File: src/rtl/pic_regs.svh
`ifndef PIC_REGS_SVH
`define PIC_REGS_SVH

// register byte offsets
`define PIC_GEN_EN_OFS   12'h000
`define PIC_BLK_EN_OFS   12'h004
`define PIC_VECTOR_OFS   12'h008
`define PIC_FLAGS_OFS    12'h00c
`define PIC_EV_STAT_OFS  12'h010
`define PIC_EV_CLR_OFS   12'h014
`define PIC_EV_EN_OFS    12'h018

// field positions
`define PIC_GIE_BIT      0
`define PIC_ST_ZERO_BIT  0
`define PIC_ST_OVR_BIT   1

// reset values
`define PIC_EN_RST       8'h00
`define PIC_EV_RST       2'h0

// vector layout: (priority number) << shift
`define PIC_VEC_SHIFT    2
`define PIC_NSRC         15

`endif

File: src/rtl/pic_pkg.sv
package pic_pkg;

  // one-cycle event pulses; packs so that bit 0 is the supply monitor
  typedef struct packed {
    logic       sleep;
    logic       gpio;
    logic [3:0] acol;
    logic [7:0] dblk;
    logic       vmon;
  } pic_src_type;

  typedef enum logic [0:0] {
    PIC_IDLE  = 1'b0,
    PIC_ASKED = 1'b1
  } pic_req_state_type;

endpackage : pic_pkg

File: src/rtl/pic_prio_enc.sv
`timescale 1ns/1ps
`include "pic_regs.svh"

module pic_prio_enc
  import pic_pkg::*;
(
  // requests, bit 0 highest priority
  input  wire logic [`PIC_NSRC-1:0] req,
  // result
  output logic                      valid,
  output logic [3:0]                idx
);

  always_comb
  begin
    valid = 1'b0;
    idx   = 4'h0;
    // scan downward so the lowest index wins
    for (int i = `PIC_NSRC - 1; i >= 0; i--)
    begin
      if (req[i])
      begin
        valid = 1'b1;
        idx   = 4'(i);
      end
    end
  end

endmodule : pic_prio_enc

File: src/rtl/pic_top.sv
`timescale 1ns/1ps
`include "pic_regs.svh"

// What this block does
// - latch events from supply monitor, eight digital blocks, four analog columns, I/O, sleep timer
// - every source has its own enable bit in general or block enable register
// - writing one to an enable bit enables that source; zero disables it
// - global enable clear blocks all requests; set passes only individually enabled ones
// - reset clears both enable registers and the global enable bit
// - reading vector register returns vector of highest-priority pending interrupt
// - any write to vector register clears all pending interrupts
// - masking the only pending source after request still gets taken, with vector zero
// - pending latch holds until serviced, reset, or vector register write
// - among several pending, lowest priority number is serviced first
// - vectors four bytes apart: monitor 1, blocks, columns, I/O, sleep timer 15
module pic_top
  import pic_pkg::*;
(
  // clock and reset
  input  wire logic        pclk,
  input  wire logic        presetn,
  // apb slave
  input  wire logic        psel,
  input  wire logic        penable,
  input  wire logic        pwrite,
  input  wire logic [11:0] paddr,
  input  wire logic [31:0] pwdata,
  output logic      [31:0] prdata,
  output logic             pready,
  output logic             pslverr,
  // interrupt sources
  input  wire pic_src_type src,
  // processor core
  output logic             irq_req,
  output logic      [7:0]  irq_vector,
  input  wire logic        irq_ack,
  input  wire logic        irq_reti,
  // system interrupt
  output logic             sys_irq
);

  function automatic logic [7:0] vec_of(input logic [3:0] i);
    return 8'(i + 4'h1) << `PIC_VEC_SHIFT;
  endfunction : vec_of

  function automatic logic hit(input logic [11:0] a, input logic [11:0] ofs);
    return a == ofs;
  endfunction : hit

  function automatic logic mapped(input logic [11:0] a);
    return hit(a, `PIC_GEN_EN_OFS) || hit(a, `PIC_BLK_EN_OFS) ||
           hit(a, `PIC_VECTOR_OFS) || hit(a, `PIC_FLAGS_OFS) ||
           hit(a, `PIC_EV_STAT_OFS) || hit(a, `PIC_EV_CLR_OFS) ||
           hit(a, `PIC_EV_EN_OFS);
  endfunction : mapped

  logic [7:0]            gen_en_q;
  logic [7:0]            blk_en_q;
  logic                  gie_q;
  logic [`PIC_NSRC-1:0]  pend_q;
  logic [`PIC_NSRC-1:0]  pend_d;
  logic [`PIC_NSRC-1:0]  src_vec;
  logic [`PIC_NSRC-1:0]  en_vec;
  logic [`PIC_NSRC-1:0]  act;
  logic [`PIC_NSRC-1:0]  clr_mask;
  logic                  vld;
  logic [3:0]            idx;
  logic [7:0]            vec_live;
  logic [7:0]            vector_q;
  logic [31:0]           rdata_q;
  logic [1:0]            ev_stat_q;
  logic [1:0]            ev_en_q;
  logic [1:0]            ev_set;
  pic_req_state_type     state_q;
  logic                  wr_en;
  logic                  setup_rd;
  logic                  vec_wr;
  logic                  ack_take;

  // apb decode: zero wait states
  assign pready   = 1'b1;
  assign pslverr  = psel && penable && !mapped(paddr);
  assign wr_en    = psel && penable && pwrite && mapped(paddr);
  assign setup_rd = psel && !penable && !pwrite;
  assign vec_wr   = wr_en && hit(paddr, `PIC_VECTOR_OFS);
  assign prdata   = rdata_q;

  // source and enable mapping by priority order
  assign src_vec = src;
  assign en_vec  = {gen_en_q[6], gen_en_q[5], gen_en_q[4:1], blk_en_q, gen_en_q[0]};
  assign act     = pend_q & en_vec;

  pic_prio_enc u_enc (
    .req   (act),
    .valid (vld),
    .idx   (idx)
  );

  assign vec_live = vld ? vec_of(idx) : 8'h00;

  // core takes the request; idle slot means zero vector
  assign ack_take = irq_ack && (state_q == PIC_ASKED);

  always_comb
  begin
    clr_mask = {`PIC_NSRC{vec_wr}};
    if (ack_take && vld)
    begin
      clr_mask[idx] = 1'b1;
    end
  end

  // pending latches, new events win over clears
  genvar gi;
  generate
    for (gi = 0; gi < `PIC_NSRC; gi++)
    begin : g_pend
      assign pend_d[gi] = src_vec[gi] | (pend_q[gi] & ~clr_mask[gi]);
      always_ff @(posedge pclk or negedge presetn)
      begin
        if (!presetn)
          pend_q[gi] <= 1'b0;
        else
          pend_q[gi] <= pend_d[gi];
      end
    end
  endgenerate

  // enable registers
  always_ff @(posedge pclk or negedge presetn)
  begin
    if (!presetn)
    begin
      gen_en_q <= `PIC_EN_RST;
      blk_en_q <= `PIC_EN_RST;
    end
    else if (wr_en)
    begin
      if (hit(paddr, `PIC_GEN_EN_OFS))
        gen_en_q <= pwdata[7:0];
      if (hit(paddr, `PIC_BLK_EN_OFS))
        blk_en_q <= pwdata[7:0];
    end
  end

  // global enable: cleared on acknowledge, restored on return
  always_ff @(posedge pclk or negedge presetn)
  begin
    if (!presetn)
      gie_q <= 1'b0;
    else if (ack_take)
      gie_q <= 1'b0;
    else if (irq_reti)
      gie_q <= 1'b1;
    else if (wr_en && hit(paddr, `PIC_FLAGS_OFS))
      gie_q <= pwdata[`PIC_GIE_BIT];
  end

  // request latch: once raised it stays until taken or globally disabled
  always_ff @(posedge pclk or negedge presetn)
  begin
    if (!presetn)
      state_q <= PIC_IDLE;
    else
    begin
      unique case (state_q)
        PIC_IDLE:
          if (gie_q && vld)
            state_q <= PIC_ASKED;
        PIC_ASKED:
          if (ack_take || !gie_q)
            state_q <= PIC_IDLE;
      endcase
    end
  end

  assign irq_req = (state_q == PIC_ASKED);

  // vector presented to the core
  always_ff @(posedge pclk or negedge presetn)
  begin
    if (!presetn)
      vector_q <= 8'h00;
    else
      vector_q <= vec_live;
  end

  assign irq_vector = vector_q;

  // read data captured in the setup phase
  always_ff @(posedge pclk or negedge presetn)
  begin
    if (!presetn)
      rdata_q <= 32'h0;
    else if (setup_rd)
    begin
      rdata_q <= 32'h0;
      if (hit(paddr, `PIC_GEN_EN_OFS))
        rdata_q[7:0] <= gen_en_q;
      if (hit(paddr, `PIC_BLK_EN_OFS))
        rdata_q[7:0] <= blk_en_q;
      if (hit(paddr, `PIC_VECTOR_OFS))
        rdata_q[7:0] <= vec_live;
      if (hit(paddr, `PIC_FLAGS_OFS))
        rdata_q[`PIC_GIE_BIT] <= gie_q;
      if (hit(paddr, `PIC_EV_STAT_OFS))
        rdata_q[1:0] <= ev_stat_q;
      if (hit(paddr, `PIC_EV_EN_OFS))
        rdata_q[1:0] <= ev_en_q;
    end
  end

  // block events: zero-vector take, event lost on a pending source
  always_comb
  begin
    ev_set                   = 2'h0;
    ev_set[`PIC_ST_ZERO_BIT] = ack_take && !vld;
    ev_set[`PIC_ST_OVR_BIT]  = |(src_vec & pend_q & ~clr_mask);
  end

  always_ff @(posedge pclk or negedge presetn)
  begin
    if (!presetn)
      ev_stat_q <= `PIC_EV_RST;
    else if (wr_en && hit(paddr, `PIC_EV_CLR_OFS))
      ev_stat_q <= (ev_stat_q & ~pwdata[1:0]) | ev_set;
    else
      ev_stat_q <= ev_stat_q | ev_set;
  end

  always_ff @(posedge pclk or negedge presetn)
  begin
    if (!presetn)
      ev_en_q <= `PIC_EV_RST;
    else if (wr_en && hit(paddr, `PIC_EV_EN_OFS))
      ev_en_q <= pwdata[1:0];
  end

  assign sys_irq = |(ev_stat_q & ev_en_q);

  // checks
  logic after_rst_q;

  always_ff @(posedge pclk or negedge presetn)
  begin
    if (!presetn)
      after_rst_q <= 1'b0;
    else
      after_rst_q <= 1'b1;
  end
endmodule : pic_top

File: config.mk
export PLATFORM = sky130hd
export DESIGN_NAME = pic_top
export DESIGN_NICKNAME = d
export VERILOG_FILES = /design/src/rtl/pic_pkg.sv /design/src/rtl/pic_prio_enc.sv /design/src/rtl/pic_top.sv
export VERILOG_INCLUDE_DIRS = /design/src /design/src/rtl
export SDC_FILE = /design/constraint.sdc
export NUM_CORES = 1
export LEC_CHECK = 0
export ABC_AREA = 1
export BUFFER_PORTS_ARGS = -buffer_cell sky130_fd_sc_hd__buf_2
export CORE_MARGIN = 1
export CORE_UTILIZATION = 46
export CTS_BUF_LIST = sky130_fd_sc_hd__clkbuf_8
export CTS_CLUSTER_SIZE = 30
export DETAILED_ROUTE_END_ITERATION = 8
export GPL_TIMING_DRIVEN = 0
export MAX_ROUTING_LAYER = met4
export PLACE_DENSITY_LB_ADDON = 0.1
export SLEW_MARGIN = 10
export SYNTH_ARGS = -nofsm -noshare
export SYNTH_HDL_FRONTEND = slang
export SYNTH_SLANG_ARGS = --single-unit
File: constraint.sdc
create_clock -name pclk -period 2.05 [get_ports pclk]
set_clock_uncertainty 0.15 [all_clocks]
set_input_delay 0.1025 -clock pclk [delete_from_list [all_inputs] [get_ports pclk]]
set_output_delay 0.1025 -clock pclk [all_outputs]
set_load 0.005 [all_outputs]
==> results.md, run 1 <==
* Worst VDD drop at 0.314 mV
* Final Setup Violations at 21
* Register area at 0.00125 sq mm
* 1st-pass router iterations at 5
* Normalized max-slew margin at 54.6%
* WL/cell at 13.5 um
* Vias in the first global route at roughly 2,800
* Post-synth ARST share at 100%
* First-pass GRT wire length at 13.4 mm
* Starting Density at a little under half
* Die width at 82.9 um
* Synth Area in Simple Gates at between 20% and 30%
* Nets at approximately 600
* Most common cell after layout, fill and taps aside: nand2_1
* Top cells by area, synth: dfrtp_1 42%, nand2_1 14%, buf_4 7.0%
* Crit path buf inv count at 5
* Number of synthesized flops with an enable pin at 0
* XOR/XNOR Fraction of Synth Area at 0%
* Die ar. at 0.00688 sq mm
* Fill count at 550
* Final min period at 2.54 ns
* Reg2Reg Launch Point: pend_q[13]
* Ys flop type: dfrtp_1
* CTS tree: yes
* Final GP Congestion at between 0.9 and 1
* Worst-path cell chain: nand2_2 > buf_4 > buf_4 > buf_4 > nand3_1 > inv_1 > nand2_1 > nor2_4 > nor2_2 > nand2_2 > nor2_4 > nor2_2 > nand3_1 > nand2_1 > inv_1 > nand2_1 > nor2_2 > nand2_1
* Reg2reg end: ev_stat_q[1]
* Clock Latency Late Sink at roughly 0.31 ns
* Post-Synth Adder-Cell Area at approximately 1.7%
* CORE AREA at roughly 0.0063 sq mm
* Most frequent cell on the critical path: nand2_1
* Top cell family by delay on the critical path: simple AND/OR/NAND/NOR gates
* Die height at 82.9 um
* Synth cell types at 37
* Fmax at 393 MHz
* Fin. Hold Viols at 0
* Reg2reg path depth at 18
* Crit path max fanout at 5
* Clock slew at reported path FFs at 0.10 ns
* Critical Path Sink Type: flop
* Hold path depth at 4
* Max incr delay on CP at 0.40 ns
* Setup ws final at -0.494 ns
* Crit Path Class: flop to flop
* Status: finished with violations
* Final Cell Area at 0.00423 sq mm
* Share of cells above drive strength 1 at a little over a third
* P&R area growth vs syn at 40.4%
* Longest Clk Path Bufs at 2
* Via count at 3,006
* Beginning of the worst hold path: pwrite
* Leak at 2.22 nW
* Commonest cells after routing, fill and taps aside: 97 x nand2_1, 58 x buf_2, 50 x dfrtp_1
* Largest net degree at the start of global routing at 51
* DRC viols at 0
* Multi-input gate area at 0.00167 sq mm
* I/O pins at 110
* Failing checks: setup timing
* Pwr/cell area at 435 mW/mm^2
* Placed standard-cell area at 0.00350 sq mm
* Total GRT Usage at between 20% and 30%
* H-tree lvl count at 2
* Hold Path End: prdata[1]
* Period utilisation layout at 124%
* Clock sink count at 50
* Worst path required time at 2.09 ns
* Diode count at 0
* Data arrival, critical path at between 2 and 3 ns
* Iteration-0 DRC Markers at 159
* Synth Area in Compound Gates at 13.5%
* Drt total wl at 8.18 mm
* Post-DP HPWL at 5.91 mm
* Max_cap viols at 0
* CTS buffer count at 5
* Flops & latches, synth at 50
* Mean number of vias per cell at around 5.0
* Antenna violations before repair at 0
* Post-synthesis mux area share at 0%
* Rows at 29
* Yosys top cell by area: dfrtp_1
* Register area share after synthesis at 41.5%
* Synth warn at 0
* Root buffer cell: clkbuf_8
* Share of the synthesized area in the top cell type at 41.5%
* Critical path launch point type: flop
* Hold crit path type: input port to flop
* Syn avg cell area at around 7.6 sq um
* Post-DRT Antenna Nets at 0
* Main combinational cell family by area after synthesis: simple AND/OR/NAND/NOR gates
* IO buf count at 57
* Worst slew pin tran at 0.676 ns
* Max-slew violations at 0
* Tot Pwr at 1.84 mW
* RSZ-0062 raised after global routing: yes
* CP max-delay cell: dfrtp_1
* Flop-to-flop setup slack at -0.49 ns
* Congestion Overflow GR at 0
* Synthesized cell area at ~0.003 sq mm
* Synth Instances at 396
## how the worst max path moves through the flow
stage	cells after the start	endpoint	startpoint	slack, ns
detailed placement	21	prdata[6]	gen_en_q[5]	-0.50
finish	18	ev_stat_q[1]	pend_q[13]	-0.49
global route	18	ev_stat_q[1]	gen_en_q[5]	-0.61
floorplan	25	ev_stat_q[1]	gen_en_q[4]	-0.04
global placement	26	ev_stat_q[1]	gen_en_q[5]	-0.49
CTS	26	ev_stat_q[1]	pend_q[13]	-0.39
## metrics by stage
step           TNS (ns)  std cells  hold WS [ns]  setup WS (ns)  utilization (%)
5_1_grt           -7.27        605        0.0829         -0.611             66.6
3_3_place_gp      -3.03        556         0.144         -0.487             55.1
4_1_cts           -2.72        599        0.0134         -0.393             62.9
3_5_place_dp      -3.73        556         0.150         -0.504             55.1
2_1_floorplan   -0.0393        422        -0.343        -0.0393                -
6_report          -3.69        605        0.0169         -0.494             66.6
## where the power goes
part | total [mW] | internal [mW] | switching, mW | leakage [nW]
clock | 0.613 | 0.247 | 0.366 | 0.0447
sequential | 1.00 | 0.996 | 0.00551 | 0.599
combinational | 0.226 | 0.125 | 0.101 | 1.57
## synthesized netlist by cell type (all sizes together), types with 2 or more instances
master / count
nand3: 28
inv: 43
nand2: 118
a22oi: 2
a21oi: 2
o21ai: 24
a22o: 4
clkinv: 2
nor3: 3
nor2: 39
o22ai: 3
dfrtp: 50
a31oi: 5
ha: 4
o21a: 3
buf: 34
nand4: 7
a21o: 14
conb: 2
## worst min-delay path: stages
cell and delay, ns:
buf_2 0.09, nor3_1 0.10, o211ai_1 0.11, nand2_1 0.05
## area by class of cell
cell class                      instances  area share [%]
Inverter                               45            4.17
Buffer                                 34            6.27
Clock buffer                            5            1.63
Clock inverter                          3           0.592
Sequential cell                        50            29.6
Multi-Input combinational cell        293            39.4
Tap cell                               77            2.28
Timing Repair Buffer                   98            16.1
## metal layers
layer	routed length, um	vias to the layer above	global-route usage (%)
met5	0	-	-
met4	283	0	8.93
met3	392	27	3.58
met2	3820	110	38.6
met1	3690	1380	33.9
li1	-	1489	-
## cells by family after synthesis
logic type,after synthesis
AND/OR/NAND/NOR,198
buffers and inverters,79
AO/OA/AOI/OAI,63
flip-flops,50
adder cells (fa/ha/maj),4
other,2
## flip-flops by register name, summed over array words and instances (netlist names)
signal and flops:
prdata 8, ev_stat_q 2, pend_q 15, gen_en_q 8, blk_en_q 8, gie_q 1, ev_en_q 2, irq_req 1
irq_vector 5
## timing repair
action,CTS,global route
buffers inserted,8,6
gates resized for setup,19,53
hold endpoints to repair,85,0
hold buffers,27,0
pin swaps,11,19
endpoints found under the setup margin,22,26
Power figures use the tool's default switching activity.
==> inputs of run 2 (changes only) <==
ABC_CLOCK_PERIOD_IN_PS = 2050   (was not set)
CELL_PAD_IN_SITES_DETAIL_PLACEMENT = 1   (was not set)
CELL_PAD_IN_SITES_GLOBAL_PLACEMENT = 1   (was not set)
CORE_UTILIZATION = 33   (was 46)
==> results.md, run 2 (same netlist as run 1, synthesis figures left out) <==
* Status: finished with violations
* Failing checks: setup timing
* Post-DRT Antenna Nets at 0
* Critical path launch point type: flop
* I/O pins at 110
* Worst path required time at 2.10 ns
* Leak at around 2.2 nW
* Post-place setup slack at -0.550 ns
* DRC viols at 0
* Period utilisation layout at 122%
* Clock sink count at 50
* Final Setup Violations at 21
* Longest Clk Path Bufs at 2
* Post-DP HPWL at roughly 7 mm
* Max-slew violations at 0
* Critical Path Sink Type: flop
* Share of cells above drive strength 1 at between 30% and 40%
* Final Instance Count excl. Fillers at 634
* GR Util met1 at 29.2%
* Clock slew at reported path FFs at 0.10 ns
* 1st-pass router iterations at 4
* H-tree lvl count at 2
* Max_cap viols at 0
* Tot Pwr at 2.09 mW
* Nets at about 600
* Multi-input gate area at between 0.0015 and 0.002 sq mm
* Vias in the first global route at 2,962
* WL/cell at 14.9 um
* Gr busiest metal: met2
* Largest net degree at the start of global routing at 51
* Fmax at 399 MHz
* Die width at 97.6 um
* Reg power frac at 48.0%
* Fin. Hold Viols at 0
* Starting Density at 34.4%
* Mean number of vias per cell at 4.70
* First-pass GRT wire length at 15.3 mm
* Antenna violations before repair at 0
* Commonest cells after routing, fill and taps aside: 99 x nand2_1, 58 x buf_2, 50 x dfrtp_1
* Switching Share at 22.9%
* Drt total wl at 9.45 mm
* Pint at 1.61 mW
* Final Cell Area at 0.00428 sq mm
* Combinational share of power at 11.0%
* CTS buffer count at 5
* Worst slew pin tran at 0.852 ns
* Crit path max fanout at 4
* Largest Register: pend_q
* Congestion Overflow GR at 0
* Met2 Usage GRT at between 30% and 40%
* Via count at 2,980
* Placed standard-cell area at 0.00354 sq mm
* Clock share of power at about two fifths
* IO buf count at 57
* Rows at 34
* RSZ-0062 raised after global routing: yes
* Hold crit path type: input port to flop
* Pwr/cell area at 488 mW/mm^2
* Worst VDD drop at approximately 0.31 mV
* Final min period at between 2 and 3 ns
* Total GRT Usage at 20.9%
* Most common cell after layout, fill and taps aside: nand2_1
* Fill count at 1,104
* P&R area growth vs syn at 42.1%
* Switch Pwr at 0.480 mW
* Final GP Congestion at 0.821
* Max FFs per register at 15
* Setup ws final at -0.454 ns
* Crit Path Class: flop to flop
* CORE AREA at 0.00876 sq mm
* Clock Latency Late Sink at 0.32 ns
* Root buffer cell: clkbuf_8
* Register area at 0.00125 sq mm
* GR Layer Usage met3 at 2.88%
* Normalized max-slew margin at 42.8%
* Flop-to-flop setup slack at -0.45 ns
* Die height at about 100 um
* Diode count at 0
* Dpl cells at 587
* CTS tree: yes
* Die ar. at 0.00952 sq mm
* Data arrival, critical path at ~2.6 ns
* Iteration-0 DRC Markers at 98
[run 2: worst max-delay path: stages (launching register included)]
cell,delay (ns)
dfrtp_1,0.41
nand2_2,0.09
inv_2,0.06
nand2_1,0.04
nand2_1,0.05
nand2_1,0.05
nand2_1,0.05
nand2_1,0.05
nand2_1,0.05
nand2_1,0.04
nand2_1,0.05
nand2_1,0.05
nand2_1,0.06
nand2_1,0.06
nand2_2,0.09
nand2_4,0.10
inv_4,0.10
ha_4,0.18
nand2_4,0.08
nor2_4,0.12
nor2_2,0.06
nand3_2,0.06
nand2_2,0.05
inv_2,0.04
nand2_1,0.05
nor2_2,0.13
nand2_1,0.09
[run 2: repair_timing]
item	4_1_cts	5_1_grt
pin swaps	16	28
hold endpoints to repair	82	0
buffers inserted	7	6
resized for setup	39	30
setup endpoints to repair	21	26
hold buffers	26	0
[run 2: path summary, 6_finish.rpt]
check                                 from           end  depth (start not counted)
worst min-delay path               irq_ack  ev_stat_q[0]                          3
max in group asynchronous          presetn    pend_q[10]                          2
worst max register to register  pend_q[13]  ev_stat_q[1]                         26
min in group asynchronous          presetn         gie_q                          2
worst max-delay path            pend_q[13]  ev_stat_q[1]                         26
worst min register to register   prdata[4]     prdata[4]                          2
[run 2: area by class of cell]
type | instances | area share (%)
Multi-Input combinational cell | 293 | 38.9
Clock buffer | 5 | 1.61
Clock inverter | 3 | 1.61
Tap cell | 108 | 3.16
Buffer | 34 | 6.20
Inverter | 45 | 4.06
Timing Repair Buffer | 96 | 15.3
Sequential cell | 50 | 29.2
[run 2: stage by stage]
stage	hold WS (ns)	TNS, ns	util, %
2_1_floorplan	-0.343	-0.0393	-
3_3_place_gp	0.146	-4.03	40.4
3_5_place_dp	0.152	-4.46	40.4
4_1_cts	0.0737	-2.82	47.2
5_1_grt	0.0687	-7.05	48.9
6_report	0.0639	-3.42	48.9
[run 2: power by group through the flow]
stage                     clock network (mW)  registers, mW  logic [mW]
after floorplan                            0           1.02      0.0944
final                                  0.859           1.00       0.229
after detailed placement                   0           1.02       0.186
after CTS                              0.877           1.00       0.225
after global placement                     0           1.02       0.181
after global routing                   0.914           1.00       0.256
[run 2: metal layers]
layer	part of all wire, %	wire length (um)	up-vias
met5	0	0	-
met4	1.0	97	0
met3	4.4	413	7
met2	46	4350	70
met1	49	4590	1422
li1	-	-	1481
==> inputs of run 3 (changes only) <==
SETUP_SLACK_MARGIN = 0.05   (was not set)
==> results.md, run 3 (same netlist as run 1, synthesis figures left out) <==
* Status: finished with violations
* Failing checks: setup timing
* Crit Path Class: flop to flop
* Starting Density at around a third
* First-pass GRT wire length at 15.3 mm
* Worst slew pin tran at ~0.95 ns
* Final core occ at 48.7%
* Max-slew violations at 0
* Worst path required time at 2.09 ns
* Most frequent cell on the critical path: nand2_1
* Top cell family by delay on the critical path: simple AND/OR/NAND/NOR gates
* CP startpoint: pend_q[12]
* Drt total wl at 9.42 mm
* IO buf count at 57
* Congestion Overflow GR at 0
* Post-DRT Antenna Nets at 0
* Tot Pwr at 1.94 mW
* Max incr delay on CP at 0.44 ns
* Hold crit path type: input port to flop
* Max FFs per register at 15
* Max_cap viols at 0
* Fin. Hold Viols at 0
* Root buffer cell: clkbuf_8
* Final Cell Area at roughly 0.0043 sq mm
* Antenna violations before repair at 0
* Die width at 97.6 um
* DRC viols at 0
* Crit path depth at 22
* Final Instance Count excl. Fillers at ~640
* I/O pins at 110
* H-tree lvl count at 2
* Critical path launch point type: flop
* Reg2Reg Launch Point: pend_q[12]
* Post-place setup slack at -0.573 ns
* Normalized max-slew margin at 36.3%
* Final min period at 2.56 ns
* Final hold slack at 0.0906 ns
* Final GP Congestion at 0.827
* Largest net degree at the start of global routing at 51
* Share of cells above drive strength 1 at between 30% and 40%
* Pwr/cell area at 456 mW/mm^2
* Largest Register: pend_q
* Iteration-0 DRC Markers at 85
* Vias in the first global route at 2,981
* Placed standard-cell area at 0.00354 sq mm
* Total GRT Usage at 21.0%
* Flop-to-flop setup slack at -0.51 ns
* Worst VDD drop at between 0.2 and 0.3 mV
* Period utilisation layout at 125%
* P&R area growth vs syn at 41.7%
* CTS tree: yes
* Rows at 34
* Most common cell after layout, fill and taps aside: nand2_1
* Reg2reg path depth at 22
* CTS buffer count at 5
* Crit path buf inv count at 1
* Dpl cells at 587
* Clock Latency Late Sink at 0.31 ns
* Critical Path End: ev_stat_q[1]
* WL/cell at 14.8 um
* Critical Path Sink Type: flop
* Post-DP HPWL at 6.91 mm
* Die height at 97.6 um
* Final Setup Violations at 21
* Clock sink count at 50
* Die ar. at about 0.0095 sq mm
* Final setup TNS at -4.09 ns
* Setup ws final at -0.511 ns
* Leak at between 2 and 2.5 nW
* Mean number of vias per cell at about 4.7
* Crit path max fanout at 4
* Longest Clk Path Bufs at 2
* Fmax at between 300 and 400 MHz
* Via count at 2,965
* CORE AREA at between 0.008 and 0.009 sq mm
* CP max-delay cell: dfrtp_1
* Nets at ~600
* Commonest cells after routing, fill and taps aside: 102 x nand2_1, 58 x buf_2, 50 x dfrtp_1
* Reg2reg end: ev_stat_q[1]
* Data arrival, critical path at roughly 2.6 ns
* Diode count at 0
* Worst-path cell chain: nand2_2 > nand2_1 > nand2_1 > nand2_1 > nand2_1 > nand2_1 > nand2_1 > nand2_1 > nand2_1 > nand2_1 > nand2_1 > nand2_1 > nand2_2 > nand2_4 > inv_4 > ha_4 > nand2_4 > o21a_1 > nand3_1 > nand4_1 > nor2_1 > nand2_1
* Clock slew at reported path FFs at 0.10 ns
* 1st-pass router iterations at 4
* RSZ-0062 raised after global routing: yes
-- run 3: cell types whose count changed in the layout (fill, tap and decap cells not counted), sizes merged --
cell / before / now
buf: 104 / 108
clkinvlp: 0 / 1
bufinv: 2 / 1
dlygate4sd3: 26 / 25
-- run 3: timing repair --
| action | CTS | global route |
|---|---|---|
| hold buffers | 26 | 0 |
| setup buffers | 10 | 7 |
| endpoints found under the setup margin | 21 | 28 |
| hold endpoints to repair | 82 | 0 |
| gates cloned | 0 | 0 |
| pin swaps | 14 | 21 |
| gates resized for setup | 38 | 28 |
-- run 3: final cells by class --
class	instances	area, sq um
timing repair buffer	99	673
tap	108	135
inverter	45	174
buffer	34	265
multi-input combinational	293	1660
fill	1096	4490
clock inverter	3	41.3
sequential	50	1250
clock buffer	5	68.8
-- run 3: report_power, final --
part / switching (mW) / total (mW) / internal, mW / leakage (nW)
Clock: 0.352 / 0.712 / 0.360 / 0.0556
Sequential: 0.00690 / 1.00 / 0.996 / 0.599
Combinational: 0.104 / 0.230 / 0.126 / 1.60
-- run 3: worst min-delay path by stage --
| stage | start | depth (start not counted) | to |
|---|---|---|---|
| after detailed placement | src[6] | 2 | pend_q[6] |
| after CTS | irq_ack | 3 | ev_stat_q[0] |
| final | irq_ack | 3 | ev_stat_q[0] |
| after global placement | src[10] | 2 | pend_q[10] |
| after global routing | irq_ack | 3 | ev_stat_q[0] |
| after floorplan | presetn | 0 | blk_en_q[0] |
-- run 3: worst register-to-register path: cells and delay by family (launching register included) --
kind	cells	cell delay [ns]
AO/OA/AOI/OAI	1	0.20
adder cells (fa/ha/maj)	1	0.17
buffers and inverters	1	0.10
flip-flops	1	0.44
AND/OR/NAND/NOR	19	1.36
-- run 3: per-layer routing --
| metal | vias to the layer above | wire [um] | global-route usage [%] |
|---|---|---|---|
| met5 | - | 0 | - |
| met4 | 0 | 72 | 5.32 |
| met3 | 4 | 330 | 2.59 |
| met2 | 70 | 4430 | 32.3 |
| met1 | 1406 | 4590 | 29.5 |
| li1 | 1485 | - | - |
